--- config.mk ---
export PLATFORM = sky130hd
export DESIGN_NAME = process_scheduler
export DESIGN_NICKNAME = d
export VERILOG_FILES = /design/src/sched_pkg.sv /design/src/process_scheduler.sv
export VERILOG_INCLUDE_DIRS = /design/src /design/src/src
export SDC_FILE = /design/constraint.sdc
export NUM_CORES = 1
export LEC_CHECK = 0
export BUFFER_PORTS_ARGS = -buffer_cell sky130_fd_sc_hd__buf_2
export CORE_UTILIZATION = 58
export DETAILED_ROUTE_END_ITERATION = 7
export GPL_ROUTABILITY_DRIVEN = 0
export PLACE_DENSITY_LB_ADDON = 0.2
export SKIP_CTS_REPAIR_TIMING = 1
export SLEW_MARGIN = 20
export SYNTH_ARGS = -nofsm -noshare
export SYNTH_HDL_FRONTEND = slang
export SYNTH_SLANG_ARGS = --single-unit
export TNS_END_PERCENT = 50
--- constraint.sdc ---
create_clock -name ref_clk_i -period 3.2 [get_ports ref_clk_i]
set_input_delay 0.16 -clock ref_clk_i [delete_from_list [all_inputs] [get_ports ref_clk_i]]
set_output_delay 0.16 -clock ref_clk_i [all_outputs]
set_load 0.02 [all_outputs]
--- src/sched_map.svh ---
// constants for the process scheduler, error flag and memory map decode
`ifndef SCHED_MAP_SVH
`define SCHED_MAP_SVH
`define PRI_HI 1'b0
`define PRI_LO 1'b1
`define TSLICE_CYC 5120
`define SLICE_LIMIT 2'h2
`define INT_LAT_TYP 19
`define INT_LAT_MAX 53
`define WAKE_LAST (`INT_LAT_TYP - 2)
`define ONCHIP_BASE 16'h8000
`define ONCHIP_TOP 16'h87FF
`define EXT_BASE 16'h8800
`define MEMSTART 16'h8024
`define BOOT_VECTOR 16'h7FFE
`define RESV_WORDS 15'h0012
`define LINK_IN_WORD 15'h0004
`define EVENT_WORD 15'h0008
`define BOOT_PROC_ID 0
`endif

--- src/sched_pkg.sv ---
// types shared by the scheduler design
package sched_pkg;
  typedef enum logic [2:0] {
    ST_BOOT = 3'b000,
    ST_IDLE = 3'b001,
    ST_WAKE = 3'b010,
    ST_RUN_HI = 3'b011,
    ST_RUN_LO = 3'b100,
    ST_HALT = 3'b101
  } sched_state_t;
  typedef logic [15:0] addr_t;
endpackage
--- src/process_scheduler.sv ---
// two-level process scheduler with error flag and memory map decode
// Behaviour
// - two levels, 0 high, 1 low; low dispatched only with no high ready
// - a high process keeps the processor until it blocks or ends
// - low work is timesliced every 5120 input clock cycles
// - low start within 2n-2 slices; runs one to two slices
// - high wake on channel ready takes 19 cycles, at most 53
// - a failed runtime check sets the error flag; error pin follows it
// - a mode picked at start-up halts execution on error
// - after an error halt links finish and the device stays analysable
// - error saved on pre-emption, restored when high work is done
// - signed byte address space, two-byte words, base most negative
// - #8000 to #87FF is on-chip RAM, external memory from #8800
// - lowest 18 words reserved; first free byte address #8024
// - link outputs #8000-#8006, inputs #8008-#800E, event #8010
// - boot from ROM starts at byte address #7FFE
// - event request rise is acknowledged and readies event word 8
`timescale 1ns/1ps
`include "sched_map.svh"

module process_scheduler #(
  parameter int PROCS = 8,
  parameter int IDW = 3,
  parameter int TSLICE_CYC = `TSLICE_CYC
) (
  input wire logic ref_clk_i,
  input wire logic reset_i,
  input wire logic ready_i,
  input wire logic [IDW-1:0] ready_id_i,
  input wire logic ready_pri_i,
  input wire logic block_i,
  input wire logic desched_point_i,
  input wire logic check_fail_i,
  input wire logic error_clear_i,
  input wire logic halt_on_error_i,
  input wire logic boot_from_rom_i,
  input wire logic event_request_i,
  input wire logic event_take_i,
  input wire sched_pkg::addr_t addr_i,
  output logic run_valid_o,
  output logic [IDW-1:0] run_id_o,
  output logic run_pri_o,
  output logic halted_o,
  output logic error_o,
  output logic slice_due_o,
  output sched_pkg::addr_t boot_addr_o,
  output logic event_acknowledge_o,
  output logic event_ready_o,
  output logic onchip_o,
  output logic external_o,
  output logic reserved_o,
  output logic link_out_o,
  output logic link_in_o,
  output logic event_chan_o,
  output logic aligned_o,
  output logic [14:0] word_off_o
);
  import sched_pkg::*;

  localparam int LAT_MAX_I = `INT_LAT_MAX;
  localparam logic [12:0] TICK_LAST = 13'(TSLICE_CYC - 1);

  sched_state_t state_ff, nxt_state;
  logic [IDW-1:0] run_id_ff, nxt_run_id, pre_id_ff, nxt_pre_id;
  logic pre_vld_ff, nxt_pre_vld;
  logic err_ff, saved_err_ff, halt_mode_ff;
  addr_t boot_addr_ff;
  logic run_valid_ff, run_pri_ff, halted_ff, slice_due_ff, external_ff;
  logic [12:0] tick_cnt_ff;
  logic [1:0] slice_ff;
  logic [5:0] wake_cnt_ff;
  logic req_d_ff, ack_ff, ev_rdy_ff;
  logic onchip_ff, reserved_ff, link_out_ff, link_in_ff, event_ff;
  logic aligned_ff;
  logic [14:0] word_off_ff;

  // per-level ready queues; level 1 also takes the expired low process
  logic [1:0] q_empty, push0, push1, pop;
  logic [IDW-1:0] head [2];
  logic requeue, save_err, restore_err;

  assign push0[0] = ready_i && (ready_pri_i == `PRI_HI);
  assign push0[1] = ready_i && (ready_pri_i == `PRI_LO);
  assign push1[0] = 1'b0;
  assign push1[1] = requeue;

  genvar p;
  generate
    for (p = 0; p < 2; p++) begin : g_queue
      logic [IDW-1:0] mem [PROCS];
      logic [IDW-1:0] wr_ff, rd_ff;
      logic [IDW:0] cnt_ff;
      wire [IDW-1:0] wr_alt = wr_ff + IDW'(push0[p]);
      always_ff @(posedge ref_clk_i) begin
        if (push0[p]) mem[wr_ff] <= ready_id_i;
        if (push1[p]) mem[wr_alt] <= run_id_ff;
      end
      always_ff @(posedge ref_clk_i or posedge reset_i) begin
        if (reset_i) begin
          wr_ff <= '0;
          rd_ff <= '0;
          cnt_ff <= '0;
        end else begin
          wr_ff <= wr_alt + IDW'(push1[p]);
          rd_ff <= rd_ff + IDW'(pop[p]);
          cnt_ff <= cnt_ff + (IDW+1)'(push0[p]) + (IDW+1)'(push1[p])
                    - (IDW+1)'(pop[p]);
        end
      end
      assign head[p] = mem[rd_ff];
      assign q_empty[p] = (cnt_ff == '0);
    end
  endgenerate

  wire hi_rdy = !q_empty[0];
  wire lo_rdy = !q_empty[1];
  wire tick = (tick_cnt_ff == TICK_LAST);
  wire expired = (slice_ff == `SLICE_LIMIT);
  wire halt_now = halt_mode_ff && err_ff && (state_ff != ST_BOOT);
  wire wake_done = (wake_cnt_ff == 6'(`WAKE_LAST));
  wire lo_active = (state_ff == ST_RUN_LO) || pre_vld_ff;
  wire slice_clr = pop[1]
                   || (state_ff == ST_RUN_LO && nxt_run_id != run_id_ff);
  wire slice_inc = tick && lo_active && !expired;
  wire [1:0] nxt_slice = slice_clr ? 2'h0 : slice_ff + 2'(slice_inc);

  always_comb begin
    nxt_state = state_ff;
    nxt_run_id = run_id_ff;
    nxt_pre_id = pre_id_ff;
    nxt_pre_vld = pre_vld_ff;
    pop = 2'b00;
    requeue = 1'b0;
    save_err = 1'b0;
    restore_err = 1'b0;
    if (halt_now) begin
      nxt_state = ST_HALT;
    end else begin
      case (state_ff)
        ST_BOOT: begin
          nxt_run_id = IDW'(`BOOT_PROC_ID);
          nxt_state = ST_RUN_LO;
        end
        ST_IDLE: begin
          if (hi_rdy) begin
            nxt_state = ST_WAKE;
          end else if (lo_rdy) begin
            pop[1] = 1'b1;
            nxt_run_id = head[1];
            nxt_state = ST_RUN_LO;
          end
        end
        ST_WAKE: begin
          if (wake_done) begin
            pop[0] = 1'b1;
            nxt_run_id = head[0];
            nxt_state = ST_RUN_HI;
          end
        end
        ST_RUN_HI: begin
          // no slice check here: high work runs until it blocks
          if (block_i) begin
            if (hi_rdy) begin
              pop[0] = 1'b1;
              nxt_run_id = head[0];
            end else if (pre_vld_ff) begin
              restore_err = 1'b1;
              nxt_pre_vld = 1'b0;
              nxt_run_id = pre_id_ff;
              nxt_state = ST_RUN_LO;
            end else if (lo_rdy) begin
              pop[1] = 1'b1;
              nxt_run_id = head[1];
              nxt_state = ST_RUN_LO;
            end else begin
              nxt_state = ST_IDLE;
            end
          end
        end
        ST_RUN_LO: begin
          if (hi_rdy) begin
            save_err = 1'b1;
            nxt_pre_vld = 1'b1;
            nxt_pre_id = run_id_ff;
            nxt_state = ST_WAKE;
          end else if (block_i) begin
            if (lo_rdy) begin
              pop[1] = 1'b1;
              nxt_run_id = head[1];
            end else begin
              nxt_state = ST_IDLE;
            end
          end else if (expired && desched_point_i && lo_rdy) begin
            requeue = 1'b1;
            pop[1] = 1'b1;
            nxt_run_id = head[1];
          end
        end
        // links are outside and keep running; state stays for analysis
        ST_HALT: nxt_state = ST_HALT;
        default: nxt_state = ST_IDLE;
      endcase
    end
  end

  always_ff @(posedge ref_clk_i or posedge reset_i) begin
    if (reset_i) begin
      state_ff <= ST_BOOT;
      run_id_ff <= '0;
      pre_id_ff <= '0;
      pre_vld_ff <= 1'b0;
      run_valid_ff <= 1'b0;
      run_pri_ff <= `PRI_LO;
      halted_ff <= 1'b0;
    end else begin
      state_ff <= nxt_state;
      run_id_ff <= nxt_run_id;
      pre_id_ff <= nxt_pre_id;
      pre_vld_ff <= nxt_pre_vld;
      run_valid_ff <= (nxt_state == ST_RUN_HI) || (nxt_state == ST_RUN_LO);
      run_pri_ff <= (nxt_state == ST_RUN_HI) ? `PRI_HI : `PRI_LO;
      halted_ff <= (nxt_state == ST_HALT);
    end
  end

  // slice ticks run free; a low process that is resumed keeps its count,
  // so time taken by high work comes out of its share
  always_ff @(posedge ref_clk_i or posedge reset_i) begin
    if (reset_i) begin
      tick_cnt_ff <= '0;
      slice_ff <= '0;
      slice_due_ff <= 1'b0;
      wake_cnt_ff <= '0;
    end else begin
      tick_cnt_ff <= tick ? '0 : tick_cnt_ff + 13'h0001;
      slice_ff <= nxt_slice;
      slice_due_ff <= (nxt_slice == `SLICE_LIMIT);
      wake_cnt_ff <= (state_ff == ST_WAKE) ? wake_cnt_ff + 6'h01 : '0;
    end
  end

  // a failure in the same cycle as a clear or a restore still sets the flag
  always_ff @(posedge ref_clk_i or posedge reset_i) begin
    if (reset_i) begin
      err_ff <= 1'b0;
      saved_err_ff <= 1'b0;
    end else begin
      err_ff <= (restore_err ? saved_err_ff : (err_ff & ~error_clear_i))
                | check_fail_i;
      if (save_err)
        saved_err_ff <= err_ff;
    end
  end

  // straps are caught in the boot cycle, after reset has released
  always_ff @(posedge ref_clk_i or posedge reset_i) begin
    if (reset_i) begin
      halt_mode_ff <= 1'b0;
      boot_addr_ff <= `MEMSTART;
    end else if (state_ff == ST_BOOT) begin
      halt_mode_ff <= halt_on_error_i;
      boot_addr_ff <= boot_from_rom_i ? `BOOT_VECTOR : `MEMSTART;
    end
  end

  wire ev_rise = event_request_i && !req_d_ff;
  always_ff @(posedge ref_clk_i or posedge reset_i) begin
    if (reset_i) begin
      req_d_ff <= 1'b0;
      ack_ff <= 1'b0;
      ev_rdy_ff <= 1'b0;
    end else begin
      req_d_ff <= event_request_i;
      ack_ff <= ev_rise;
      ev_rdy_ff <= ev_rise | (ev_rdy_ff & ~event_take_i);
    end
  end

  // flipping the sign bit turns the signed address into a word index
  wire [14:0] w_off = 15'((addr_i ^ `ONCHIP_BASE) >> 1);
  wire in_ram = (addr_i >= `ONCHIP_BASE) && (addr_i <= `ONCHIP_TOP);
  always_ff @(posedge ref_clk_i or posedge reset_i) begin
    if (reset_i) begin
      onchip_ff <= 1'b0;
      external_ff <= 1'b1;
      reserved_ff <= 1'b0;
      link_out_ff <= 1'b0;
      link_in_ff <= 1'b0;
      event_ff <= 1'b0;
      aligned_ff <= 1'b0;
      word_off_ff <= '0;
    end else begin
      onchip_ff <= in_ram;
      external_ff <= !in_ram;
      reserved_ff <= in_ram && (w_off < `RESV_WORDS);
      link_out_ff <= in_ram && (w_off < `LINK_IN_WORD);
      link_in_ff <= in_ram && (w_off >= `LINK_IN_WORD)
                    && (w_off < `EVENT_WORD);
      event_ff <= in_ram && (w_off == `EVENT_WORD);
      aligned_ff <= !addr_i[0];
      word_off_ff <= w_off;
    end
  end

  assign run_valid_o = run_valid_ff;
  assign run_id_o = run_id_ff;
  assign run_pri_o = run_pri_ff;
  assign halted_o = halted_ff;
  assign error_o = err_ff;
  assign slice_due_o = slice_due_ff;
  assign boot_addr_o = boot_addr_ff;
  assign event_acknowledge_o = ack_ff;
  assign event_ready_o = ev_rdy_ff;
  assign onchip_o = onchip_ff;
  assign external_o = external_ff;
  assign reserved_o = reserved_ff;
  assign link_out_o = link_out_ff;
  assign link_in_o = link_in_ff;
  assign event_chan_o = event_ff;
  assign aligned_o = aligned_ff;
  assign word_off_o = word_off_ff;
endmodule // process_scheduler

Yosys cells after proc, flatten, opt, wreduce, memory -nomap -nowiden
Memories as Yosys holds them, arrays and structs flattened.
Cells that the tools add are included.
{"block": "classes", "addsub": 13, "magnitude_cmp": 6, "eq_ne": 17, "mux": 63, "bitwise": 10, "n_reduce_logical": 31}
{"op": "$mux 3", "n": 21}
{"op": "$mux 1", "n": 31}
{"op": "$pmux 3 s6", "n": 1}
{"op": "$ge 16x16->1 const B", "n": 1}
{"op": "$le 16x16->1 const B", "n": 1}
{"op": "$logic_and 1x1->1", "n": 16}
{"op": "$mux 16", "n": 1}
{"op": "$add 3x1->3", "n": 5}
{"op": "$eq 15x4->1 const B", "n": 1}
{"op": "$ge 15x3->1 const B", "n": 1}
{"op": "$lt 15x3->1 const B", "n": 1}
{"op": "$lt 15x4->1 const B", "n": 1}
{"op": "$lt 15x5->1 const B", "n": 1}
{"op": "$pmux 3 s5", "n": 1}
{"op": "$add 13x1->13 const B", "n": 1}
{"op": "$eq 13x13->1 const B", "n": 1}
{"op": "$mux 13", "n": 1}
{"op": "$add 4x1->4", "n": 3}
{"op": "$eq 3x3->1 const B", "n": 4}
{"op": "$eq 3x2->1 const B", "n": 3}
{"op": "$logic_not 4->1", "n": 2}
{"op": "$sub 4x1->4", "n": 2}
{"op": "$add 6x1->6 const B", "n": 1}
{"op": "$eq 6x5->1 const B", "n": 1}
{"op": "19 further kinds", "n": 38}
{"block": "word_totals", "register_bits": 99, "ram_bits": 48, "input_bits": 31, "out_inout_bits": 48, "word_cells": 174, "n_memories": 2}
{"name": "g_queue[0].mem", "words": 8, "width": 3, "rd": 1, "rd_ports_with_merged_regs": 0, "wr": 1, "line": "process_scheduler.sv:90", "text": "logic [IDW-1:0] mem [PROCS];"}
{"name": "g_queue[1].mem", "words": 8, "width": 3, "rd": 1, "rd_ports_with_merged_regs": 0, "wr": 2, "line": "process_scheduler.sv:90"}

Longest topological paths before layout
Gate-level depths: netlist of run 1.
{"block": "logic_depth", "word_depth": 13, "mapped_depth": 12, "depth_no_buf": 12}

Least setup slack after synthesis of run 1
No wires, ideal clock.
{"block": "synth_timing", "kind": "flip-flop to flip-flop", "start": "register g_queue[0].cnt_ff[2]", "end": "register g_queue[1].cnt_ff[2]", "setup_ps": 122, "arrival_time_ps": 2653, "t_required_ps": 3078, "slack_ps": 425, "path_stages_with_launch": 12, "n_path_buf": 1, "synth_period_minus_slack_ps": 2775, "path_cell_list": "dfrtp_1 inv_1 ha_1 or3b_1 buf_6 a211o_1 nor2_2 ha_1 inv_1 fa_1 fa_1 xor2_1"}
{"block": "synth_between", "elab_chain_cells": 6, "word_cells_on_any_way": 12, "cone_classes": "add/sub: 2; mux: 9; reduce/logical: 1"}
{"item": "from (decl)", "line": "process_scheduler.sv:92", "text": "logic [IDW:0] cnt_ff;"}
{"item": "from (signal assigned)", "line": "process_scheduler.sv:106", "text": "cnt_ff <= cnt_ff + (IDW+1)'(push0[p]) + (IDW+1)'(push1[p])"}
{"item": "$logic_not 4->1 *", "line": "process_scheduler.sv:111", "text": "assign q_empty[p] = (cnt_ff == '0);"}
{"item": "$mux 1 (on tied branches)", "line": "process_scheduler.sv:181, process_scheduler.sv:163"}
{"item": "$mux 1 / $mux 2 (equally long branches)", "line": "process_scheduler.sv:139, process_scheduler.sv:162"}
{"item": "$mux 1 / $pmux 1 s3 (equally long branches)", "line": "process_scheduler.sv:136, process_scheduler.sv:139"}
{"item": "$add 4x1->4 / $mux 2 (equally long branches)", "line": "process_scheduler.sv:106, process_scheduler.sv:136"}
{"item": "$sub 4x1->4 *", "line": "process_scheduler.sv:107", "text": "- (IDW+1)'(pop[p]);"}
{"item": "to (signal assigned)", "line": "process_scheduler.sv:106"}
{"item": "to (decl)", "line": "process_scheduler.sv:92"}
Mark *: on every way between the ends. The rest lies on a longest branch, timed or not.
A chain may end at the register's enable or synchronous reset.

Final worst setup path of run 1
{"block": "layout_timing", "start": "register state_ff[1]", "end": "register g_queue[0].cnt_ff[2]"}
{"block": "layout_between", "elab_chain_cells": 4, "word_cells_on_any_way": 7, "cone_classes": "add/sub: 1; eq/ne: 2; mux: 2; reduce/logical: 2"}
{"item": "from (decl)", "line": "process_scheduler.sv:63", "text": "sched_state_t state_ff, nxt_state;"}
{"item": "from (signal assigned)", "line": "process_scheduler.sv:216", "text": "state_ff <= nxt_state;"}
{"item": "$eq 3x2->1 / $reduce_bool 3->1 (equally long branches)", "line": "process_scheduler.sv:139, process_scheduler.sv:119"}
{"item": "$pmux 1 s2 / $logic_and 1x1->1 (equally long branches)", "line": "process_scheduler.sv:139, process_scheduler.sv:119"}
{"item": "$mux 2 *", "line": "process_scheduler.sv:136", "text": "if (halt_now) begin"}
{"item": "$sub 4x1->4 *", "line": "process_scheduler.sv:107"}
Marks and branches as above.

==> metrics.md, run 1 <==
| Metric | Value |
|---|---|
| Status | complete, no violations |
| Clk root buf | clkbuf_8 |
| Num CTS Buffers | 17 |
| Drt total wl | 12.93 mm |
| Slew HR | 56.37% |
| Die Span X | 105.9 um |
| Synthesized flop and latch total | 133 |
| Number of antenna diodes | 0 |
| Sink Count | 133 |
| Unrepaired setup endpoints after global routing | false |
| FFs w/ async S/R, synth | 63.91% |
| CTS tree | done |
| Drt wl/cell | 17.64 um |
| DR DRC count | 0 |
| Leakage | 3.243 nW |
| First-pass GRT wire length | 20.17 mm |
| Die Y | 105.9 um |
| Setup slack, reg-to-reg | 0.34 ns |
| Internal power | 3.366 mW |
| Power Dens Cells | 615.0 mW/mm2 |
| DP Cell Count | 679 |
| Flop pwr share | 44.6% |
| Max-slew violations | 0 |
| Mapped Area | 0.006260 mm2 |
| Number of I/O pins | 79 |
| Crit. End Element | flip-flop |
| Vias | 4072 |
| Startpoint Class | flip-flop |
| Fraction of layout cells with a size suffix above 1 | 26.63% |
| H-tree levels | 4 |
| Gr busiest metal | met2 |
| Psw | 1.204 mW |
| Worst-path fanout max | 14 |
| GR Overflow Total | 0 |
| Grt met2 use | 39.40% |
| Largest area contributor in the netlist | dfrtp_1 |
| Routed Antenna Nets | 0 |
| Clock Latency Late Sink | 0.52 ns |
| Fill count | 722 |
| Die area | 0.01121 mm2 |
| Max Fclk | 350.1 MHz |
| Most frequent cell after synthesis | dfrtp_1 |
| PortBufs | 75 |
| Met1 global-route usage | 30.17% |
| Sequential fraction of the synthesis area | 57.07% |
| Initial antenna violation count | 0 |
| Combinational share of power | 14.9% |
| CP Launch Point | state_ff[1] |
| Largest net degree at the start of global routing | 32 |
| Final Hold Viols | 0 |
| Crit path kind | flip-flop to flip-flop |
| EDFF count, synth | 48 |
| Setup violators final | 0 |
| Num rows | 37 |
| Post-synth cell types | 66 |
| Vias in the first global route | 4126 |
| Final Cycle Share | 89.25% |
| Hold path start | ready_id_i[1] |
| P&R area growth vs syn | 18.71% |
| PnR Total Power | 4.570 mW |
| Hold crit path type | input pin to flip-flop |
| Clock Power Share | 40.5% |
| Deepest clock path buffer count | 2 |
| Synth cell count leaders | dfrtp_1 (82), edfxtp_1 (48), nand2_1 (45) |
| Net Sw Frac | 26.34% |
| Main flop type after synthesis | dfrtp_1 |
| Number of cells produced by synthesis | 488 |
| Top cells by area, synth | dfrtp_1 (33%), edfxtp_1 (23%), ha_1 (4.6%), mux2_2 (4.0%), nand2_1 (2.7%) |
| Setup_tns | 0 ns |
| DP Wirelength | 8.659 mm |
| Synth top area share | 32.78% |
| Required time of the worst setup path | 3.61 ns |
| Final Skew | 0.004992 ns |
| All-layer global routing usage | 23.93% |
| Hold_ws | 0.04185 ns |
| Reg clk slew, reported paths | 0.06 ns |
| Synth Warn # | 0 |
| Hold depth | 1 |
| Met3 Use GR | 5.318% |
| Core ar. | 0.01042 mm2 |
| 1st-iter DRT viols | 314 |
| Worst ir drop on vdd | 0.5957 mV |
| Path depth of the worst reg2reg path | 10 |
| Vias per cell | 5.555 |
| R2R Path Start | state_ff[1] |
| Final std cells w/o fill | 733 |
| Fin nets | 641 |
| First drt pass iteration count | 4 |
| Initial core utilization | 60.10% |
| Avg Cell Area, Syn | 12.83 um2 |
| Arrival time worst endpoint | 3.26 ns |
| Hold endpoint | g_queue[0].mem[0][1] |
| FF-to-FF End | g_queue[0].cnt_ff[2] |
| Slew @ Worst Pin | 0.6497 ns |
| Minimum clock period | 2.856 ns |
| Max-cap violations | 0 |
==> metal layers <==
layer | wire, um | share of wire, %
met5 | 0 | 0
met4 | 378 | 2.9
met3 | 667 | 5.2
met2 | 6577 | 51
met1 | 5304 | 41
==> per-stage QoR <==
| stage | area, um2 | worst slack, ns | util [%] |
|---|---|---|---|
| floorplan | 6264 | 0.4253 | - |
| global placement | 6651 | 0.4688 | 63.86 |
| detailed placement | 6651 | 0.3481 | 63.86 |
| CTS | 7211 | 0.3289 | 69.23 |
| global route | 7431 | 0.1578 | 71.34 |
| finish | 7431 | 0.3440 | 71.34 |
==> cell families after synthesis <==
family,share of synthesized area [%]
fa+ha+maj,5.557
flops,57.07
other cells,0.1200
simple gates,14.07
mux,10.37
compound gates,4.557
xor+xnor,3.498
buf+inv,4.757
==> worst max-delay path by stage <==
stage / slack (ns) / to / depth (start not counted)
detailed placement: 0.35 / g_queue[0].cnt_ff[2] / 10
global route: 0.16 / g_queue[1].cnt_ff[2] / 9
global placement: 0.47 / g_queue[1].cnt_ff[2] / 10
finish: 0.34 / g_queue[0].cnt_ff[2] / 10
floorplan: 0.43 / g_queue[1].cnt_ff[2] / 11
CTS: 0.33 / g_queue[0].cnt_ff[2] / 10
==> sequential cells by signal, indices dropped and copies added (netlist names), 2 cells and up <==
register,flops
g_queue.rd_ff,6
run_id_o,3
word_off_o,15
pre_id_ff,3
g_queue.cnt_ff,8
g_queue.mem,48
tick_cnt_ff,13
slice_ff,2
wake_cnt_ff,6
boot_addr_o,2
g_queue.wr_ff,6
state_ff,3
==> critical path: stages, from the launching register on <==
cell	delay [ns]
dfrtp_1	0.59
or3b_1	0.54
nor3_4	0.24
o21ai_0	0.21
inv_1	0.12
ha_1	0.23
inv_1	0.06
ha_1	0.16
inv_1	0.06
fa_1	0.39
xnor2_1	0.14
==> power groups by stage <==
stage / clock network [mW] / registers (mW) / logic, mW
2_1_floorplan: 0 / 2.06 / 0.482
3_3_place_gp: 0 / 2.06 / 0.611
3_5_place_dp: 0 / 2.07 / 0.657
4_1_cts: 1.87 / 2.04 / 0.670
5_1_grt: 1.94 / 2.06 / 0.772
6_report: 1.85 / 2.04 / 0.680
==> cell type report <==
type / instances / area, um2 / area share [%]
clock buffer: 23 / 456.7 / 6.146
clock inverter: 9 / 102.6 / 1.381
inverter: 29 / 110.1 / 1.482
multi-input combinational: 302 / 2394 / 32.21
sequential: 133 / 3572 / 48.07
tap: 136 / 170.2 / 2.290
timing repair buffer: 101 / 625.6 / 8.419
==> cells in the final DEF (no fill, tap or decap), types with 3 or more instances in the layout <==
cell and n:
dfstp_2 3, clkbuf_8 3, dlygate4sd3_1 22, and3_1 3, buf_4 4, mux2i_1 3
edfxtp_1 48, mux2_1 7, clkbuf_1 4, nor3b_1 3, a21o_1 3, fa_1 3
nor2_1 40, buf_2 75, nor4_1 3, a21oi_1 6, mux2_2 22, clkbuf_16 16
nand3_1 16, ha_1 23, xor2_1 13, o21ai_0 14, or3_1 3, dfrtp_1 82
xnor2_1 12, clkinv_2 4, or3b_1 3, nor3_1 7, mux4_2 6, nor2b_1 12
conb_1 3, nand2b_1 5, mux4_1 6, inv_1 28, nand2_1 45
No activity file was read; power rests on OpenSTA's default activity.
==> inputs of run 2 (changes only) <==
--- a/config.mk
+++ b/config.mk
@@ -10,7 +10,8 @@
 export CORE_UTILIZATION = 58
 export DETAILED_ROUTE_END_ITERATION = 7
 export GPL_ROUTABILITY_DRIVEN = 0
-export PLACE_DENSITY_LB_ADDON = 0.2
+export GPL_TIMING_DRIVEN = 0
+export PLACE_DENSITY_LB_ADDON = 0.12
 export SKIP_CTS_REPAIR_TIMING = 1
 export SLEW_MARGIN = 20
 export SYNTH_ARGS = -nofsm -noshare
==> run 2 against run 1 <==
Effect of this change:
- register-to-register slack worse by 0.15 ns
- first-iteration DRC count is 47% lower
- die area unchanged
==> metrics.md, run 2 (same netlist as run 1, synthesis figures left out) <==
| Metric | Value |
|---|---|
| Die Span X | 105.9 um |
| Vias in the first global route | 4067 |
| Most common cell after layout, fill and taps aside | dfrtp_1 |
| Area of the multi-input gates | 0.002399 mm2 |
| Num CTS Buffers | 17 |
| Minimum clock period | 3.004 ns |
| Clock Latency Late Sink | 0.52 ns |
| Dpl ws | 0.08462 ns |
| DP Wirelength | 8.417 mm |
| Final Skew | 0.009187 ns |
| Util after Layout | 73.98% |
| Number of I/O pins | 79 |
| Power Dens Cells | 613.5 mW/mm2 |
| First-pass GRT wire length | 20.24 mm |
| Number of antenna diodes | 0 |
| Slew HR | 61.41% |
| Setup slack, reg-to-reg | 0.20 ns |
| Final Hold Viols | 0 |
| Setup WS post-layout | 0.1962 ns |
| Hold path start | ready_id_i[2] |
| Deepest clock path buffer count | 2 |
| Final Cycle Share | 93.87% |
| Status | complete, no violations |
| Routed Antenna Nets | 0 |
| Hold_ws | 0.05032 ns |
| H-tree levels | 4 |
| Worst ir drop on vdd | 0.5446 mV |
| Arrival time worst endpoint | 3.41 ns |
| Max reg flops | 48 |
| Max-slew violations | 0 |
| Worst-path fanout max | 8 |
| CP max stage cell | fa_1 |
| Setup_tns | 0 ns |
| Largest reg by FF count | g_queue.mem |
| R2R Path Start | g_queue[0].cnt_ff[2] |
| Largest net degree at the start of global routing | 58 |
| Fin nets | 663 |
| Hold crit path type | input pin to flip-flop |
| DP Cell Count | 701 |
| P&R area growth vs syn | 23.11% |
| Final std cells w/o fill | 755 |
| Die Y | 105.9 um |
| Slowest Stage Delay on Critical Path | 0.43 ns |
| Initial core utilization | 60.10% |
| Startpoint Class | flip-flop |
| Fill count | 672 |
| Setup violators final | 0 |
| Num rows | 37 |
| Reg clk slew, reported paths | 0.06 ns |
| Register Area | 0.003572 mm2 |
| CTS tree | done |
| Critical path, cell by cell | inv_1 -> ha_1 -> or3b_1 -> buf_6 -> a211o_1 -> nor2_4 -> ha_1 -> inv_1 -> fa_1 -> fa_1 -> xor2_1 |
| DR DRC count | 0 |
| Vias | 4120 |
| Leakage | 3.376 nW |
| FF-to-FF End | g_queue[1].cnt_ff[2] |
| Grt met2 use | 39.36% |
| GR Overflow Total | 0 |
| First drt pass iteration count | 4 |
| Crit. End Element | flip-flop |
| Unrepaired setup endpoints after global routing | false |
| Drt total wl | 12.87 mm |
| Fraction of layout cells with a size suffix above 1 | 29.40% |
| Path depth of the worst reg2reg path | 11 |
| Hold depth | 1 |
| Commonest non-fill, non-tap cells in the layout | dfrtp_1 (82), buf_2 (77), edfxtp_1 (48) |
| Drt wl/cell | 17.04 um |
| Max-cap violations | 0 |
| Met1 global-route usage | 30.45% |
| Required time of the worst setup path | 3.60 ns |
| Sink Count | 133 |
| Gr busiest metal | met2 |
| Max Fclk | 332.9 MHz |
| Initial antenna violation count | 0 |
| 1st-iter DRT viols | 166 |
| PortBufs | 75 |
| Met3 Use GR | 7.236% |
| Core ar. | 0.01042 mm2 |
| Crit path kind | flip-flop to flip-flop |
| All-layer global routing usage | 23.95% |
| Slew @ Worst Pin | 0.5776 ns |
| Die area | 0.01121 mm2 |
| Vias per cell | 5.457 |
| Clk root buf | clkbuf_8 |
| Hold endpoint | g_queue[0].mem[5][2] |
## run 2: cell count changes in the layout (fill, tap and decap cells not counted), moves of 2 or more
cell       delta
buf_2         +2
clkbuf_16     +4
clkinv_4      +4
buf_6         +4
buf_4        +11
clkinv_2      -4
## run 2: final cells by class
type / count / share of cell area [%]
plain buffers: 25 / 2.452
repair buffers: 98 / 8.086
clock inverters: 9 / 1.299
clock buffers: 23 / 7.030
well taps: 136 / 2.208
inverters: 29 / 1.445
flip-flops and latches: 133 / 46.35
multi-input cells: 302 / 31.13
## run 2: through the flow
stage	total power, mW	instance area (um2)
2_1_floorplan	2.541	6264
6_report	4.728	7706
5_1_grt	4.959	7706
4_1_cts	4.741	7481
3_3_place_gp	2.681	6809
3_5_place_dp	2.725	6839
## run 2: power by group
group | internal, mW | switching (mW) | leakage (nW)
Combinational | 0.298 | 0.375 | 1.60
Sequential | 1.93 | 0.114 | 1.46
Clock | 1.27 | 0.739 | 0.310
## run 2: worst max path at each step
| stage | start | endpoint | slack [ns] | cells after the start |
|---|---|---|---|---|
| after floorplan | g_queue[0].cnt_ff[2] | g_queue[1].cnt_ff[2] | 0.43 | 11 |
| after global placement | reset_i | boot_addr_o[14] | -0.08 | 2 |
| after detailed placement | g_queue[0].cnt_ff[2] | g_queue[1].cnt_ff[2] | 0.08 | 11 |
| after CTS | g_queue[0].cnt_ff[2] | g_queue[1].cnt_ff[2] | 0.05 | 11 |
| after global routing | g_queue[0].cnt_ff[2] | g_queue[1].cnt_ff[2] | 0.03 | 11 |
| final | g_queue[0].cnt_ff[2] | g_queue[1].cnt_ff[2] | 0.20 | 11 |
## run 2: critical path: cells and delay by family, from the launching register on
family                   cells  cell delay [ns]
AO/OA/AOI/OAI                1             0.32
XOR/XNOR                     1             0.16
adder cells (fa/ha/maj)      4             1.19
buffers and inverters        3             0.29
flip-flops                   1             0.36
AND/OR/NAND/NOR              2             0.60
## run 2: per-layer routing
| layer | up-vias | share of wire (%) |
|---|---|---|
| met2 | 128 | 51 |
| met5 | - | 0 |
| met3 | 26 | 5.4 |
| met4 | 0 | 2.2 |
| li1 | 1941 | - |
| met1 | 2025 | 41 |
==> inputs of run 3 (changes only) <==
--- a/config.mk
+++ b/config.mk
@@ -7,7 +7,7 @@
 export NUM_CORES = 1
 export LEC_CHECK = 0
 export BUFFER_PORTS_ARGS = -buffer_cell sky130_fd_sc_hd__buf_2
-export CORE_UTILIZATION = 58
+export CORE_UTILIZATION = 45
 export DETAILED_ROUTE_END_ITERATION = 7
 export GPL_ROUTABILITY_DRIVEN = 0
 export GPL_TIMING_DRIVEN = 0
==> run 3 against run 2 <==
Effect of this change:
- die area up 28%
- non-clock buffer count down 1
- worst setup slack got worse by 0.024 ns
- sequential power barely moved
- critical path type unchanged
- largest cell class unchanged
- largest power group unchanged
==> metrics.md, run 3 (same netlist as run 1, synthesis figures left out) <==
| Metric | Value |
|---|---|
| Most common cell after layout, fill and taps aside | dfrtp_1 |
| Routed Antenna Nets | 0 |
| Setup_tns | 0 ns |
| Worst ir drop on vdd | 0.4691 mV |
| Reg clk slew, reported paths | 0.06 ns |
| DP Wirelength | 8.554 mm |
| Crit path kind | flip-flop to flip-flop |
| R2R Path Start | g_queue[0].cnt_ff[2] |
| Power Dens Cells | 592.1 mW/mm2 |
| Deepest clock path buffer count | 2 |
| Die area | 0.01439 mm2 |
| Final Hold Viols | 0 |
| Die Span X | 119.9 um |
| Largest net degree at the start of global routing | 57 |
| Drt wl/cell | 15.32 um |
| Commonest non-fill, non-tap cells in the layout | dfrtp_1 (82), buf_2 (77), edfxtp_1 (48) |
| Crit. End Element | flip-flop |
| Number of I/O pins | 79 |
| Sink Count | 133 |
| Initial core utilization | 46.71% |
| Number of antenna diodes | 0 |
| Hold depth | 3 |
| Final Skew | 0.005409 ns |
| Hold path start | event_take_i |
| Minimum clock period | 3.028 ns |
| Fin nets | 662 |
| Die Y | 119.9 um |
| Startpoint Class | flip-flop |
| Max-slew violations | 0 |
| Setup slack, reg-to-reg | 0.17 ns |
| Hold crit path type | input pin to flip-flop |
| CTS tree | done |
| Final std cells w/o fill | 794 |
| Max-cap violations | 0 |
| Vias | 4033 |
| 1st-iter DRT viols | 208 |
| Setup violators final | 0 |
| Slew @ Worst Pin | 0.6441 ns |
| DR DRC count | 0 |
| PortBufs | 75 |
| Path depth of the worst reg2reg path | 11 |
| Vias in the first global route | 4114 |
| Required time of the worst setup path | 3.50 ns |
| Num CTS Buffers | 17 |
| Status | complete, no violations |
| P&R area growth vs syn | 22.23% |
| Max reg flops | 48 |
| Leakage | 3.336 nW |
| Post-route cell area | 0.007651 mm2 |
| Final Cycle Share | 94.62% |
| Fraction of layout cells with a size suffix above 1 | 28.80% |
| H-tree levels | 4 |
| Util after Layout | 57.10% |
| Core ar. | 0.01340 mm2 |
| Initial antenna violation count | 0 |
| Clock Latency Late Sink | 0.41 ns |
| Max Fclk | 330.3 MHz |
| First drt pass iteration count | 4 |
| First-pass GRT wire length | 19.78 mm |
| Hold endpoint | event_ready_o |
| Num rows | 42 |
| Worst-path fanout max | 8 |
| Drt total wl | 12.16 mm |
| All-layer global routing usage | 18.13% |
| GR Overflow Total | 0 |
| Placed instance area | 0.006889 mm2 |
| FF-to-FF End | g_queue[1].cnt_ff[2] |
| Largest reg by FF count | g_queue.mem |
| Unrepaired setup endpoints after global routing | false |
| Arrival time worst endpoint | 3.33 ns |
| Slew HR | 56.75% |
| Vias per cell | 5.079 |
| DP Cell Count | 741 |
| Clk root buf | clkbuf_16 |
## run 3: changes by cell type in the layout (fill, tap and decap cells not counted), sizes merged
cell / before / now
clkbuf: 26 / 24
bufinv: 1 / 2
dlygate4sd3: 23 / 22
clkinv: 4 / 8
clkinvlp: 2 / 1
inv: 31 / 29
## run 3: per-stage QoR
step | power, mW | hold WS, ns | worst slack (ns)
after global routing | 4.760 | 0.04224 | 0.009253
after detailed placement | 2.721 | 0.1843 | 0.1699
after CTS | 4.565 | -0.2581 | 0.1449
after floorplan | 2.541 | 0.1914 | 0.4253
after global placement | 2.687 | 0.2800 | -0.1483
final | 4.530 | 0.02278 | 0.1723
## run 3: worst max-delay path: stages, from the launching register on
cell and delay (ns):
dfrtp_1 0.35, inv_1 0.07, ha_1 0.16, or3b_1 0.36, buf_6 0.15, a211o_1 0.30, nor2_2 0.30, ha_1 0.19
inv_1 0.05, fa_1 0.44, fa_1 0.39, xor2_1 0.15
## run 3: metal layers
metal  wire length, um  GRT usage (%)
met5                 0              0
met4               264          7.656
met3               390          4.943
met2              6045          29.31
met1              5462          22.87
## run 3: cell type report
type	instances	area, um2
Timing Repair Buffer	97	613.1
Buffer	25	188.9
Clock buffer	21	440.4
Sequential cell	133	3572
Inverter	29	111.4
Tap cell	176	220.2
Multi-Input combinational cell	302	2394
Fill cell	1142	5749
Clock inverter	11	111.4
## run 3: how the worst max path moves through the flow
stage,startpoint,end,slack [ns],cells after the start
2_1_floorplan,g_queue[0].cnt_ff[2],g_queue[1].cnt_ff[2],0.43,11
3_3_place_gp,reset_i,g_queue[1].wr_ff[2],-0.15,2
3_5_place_dp,g_queue[0].cnt_ff[2],g_queue[1].cnt_ff[2],0.17,11
4_1_cts,g_queue[0].cnt_ff[2],g_queue[1].cnt_ff[2],0.14,11
5_1_grt,g_queue[0].cnt_ff[2],g_queue[1].cnt_ff[2],0.009,11
6_report,g_queue[0].cnt_ff[2],g_queue[1].cnt_ff[2],0.17,11
## run 3: power breakdown
group	internal [mW]	total (mW)	switching [mW]
Sequential	1.93	2.04	0.107
Clock	1.14	1.83	0.692
Combinational	0.294	0.665	0.371
Total	3.36	4.53	1.17
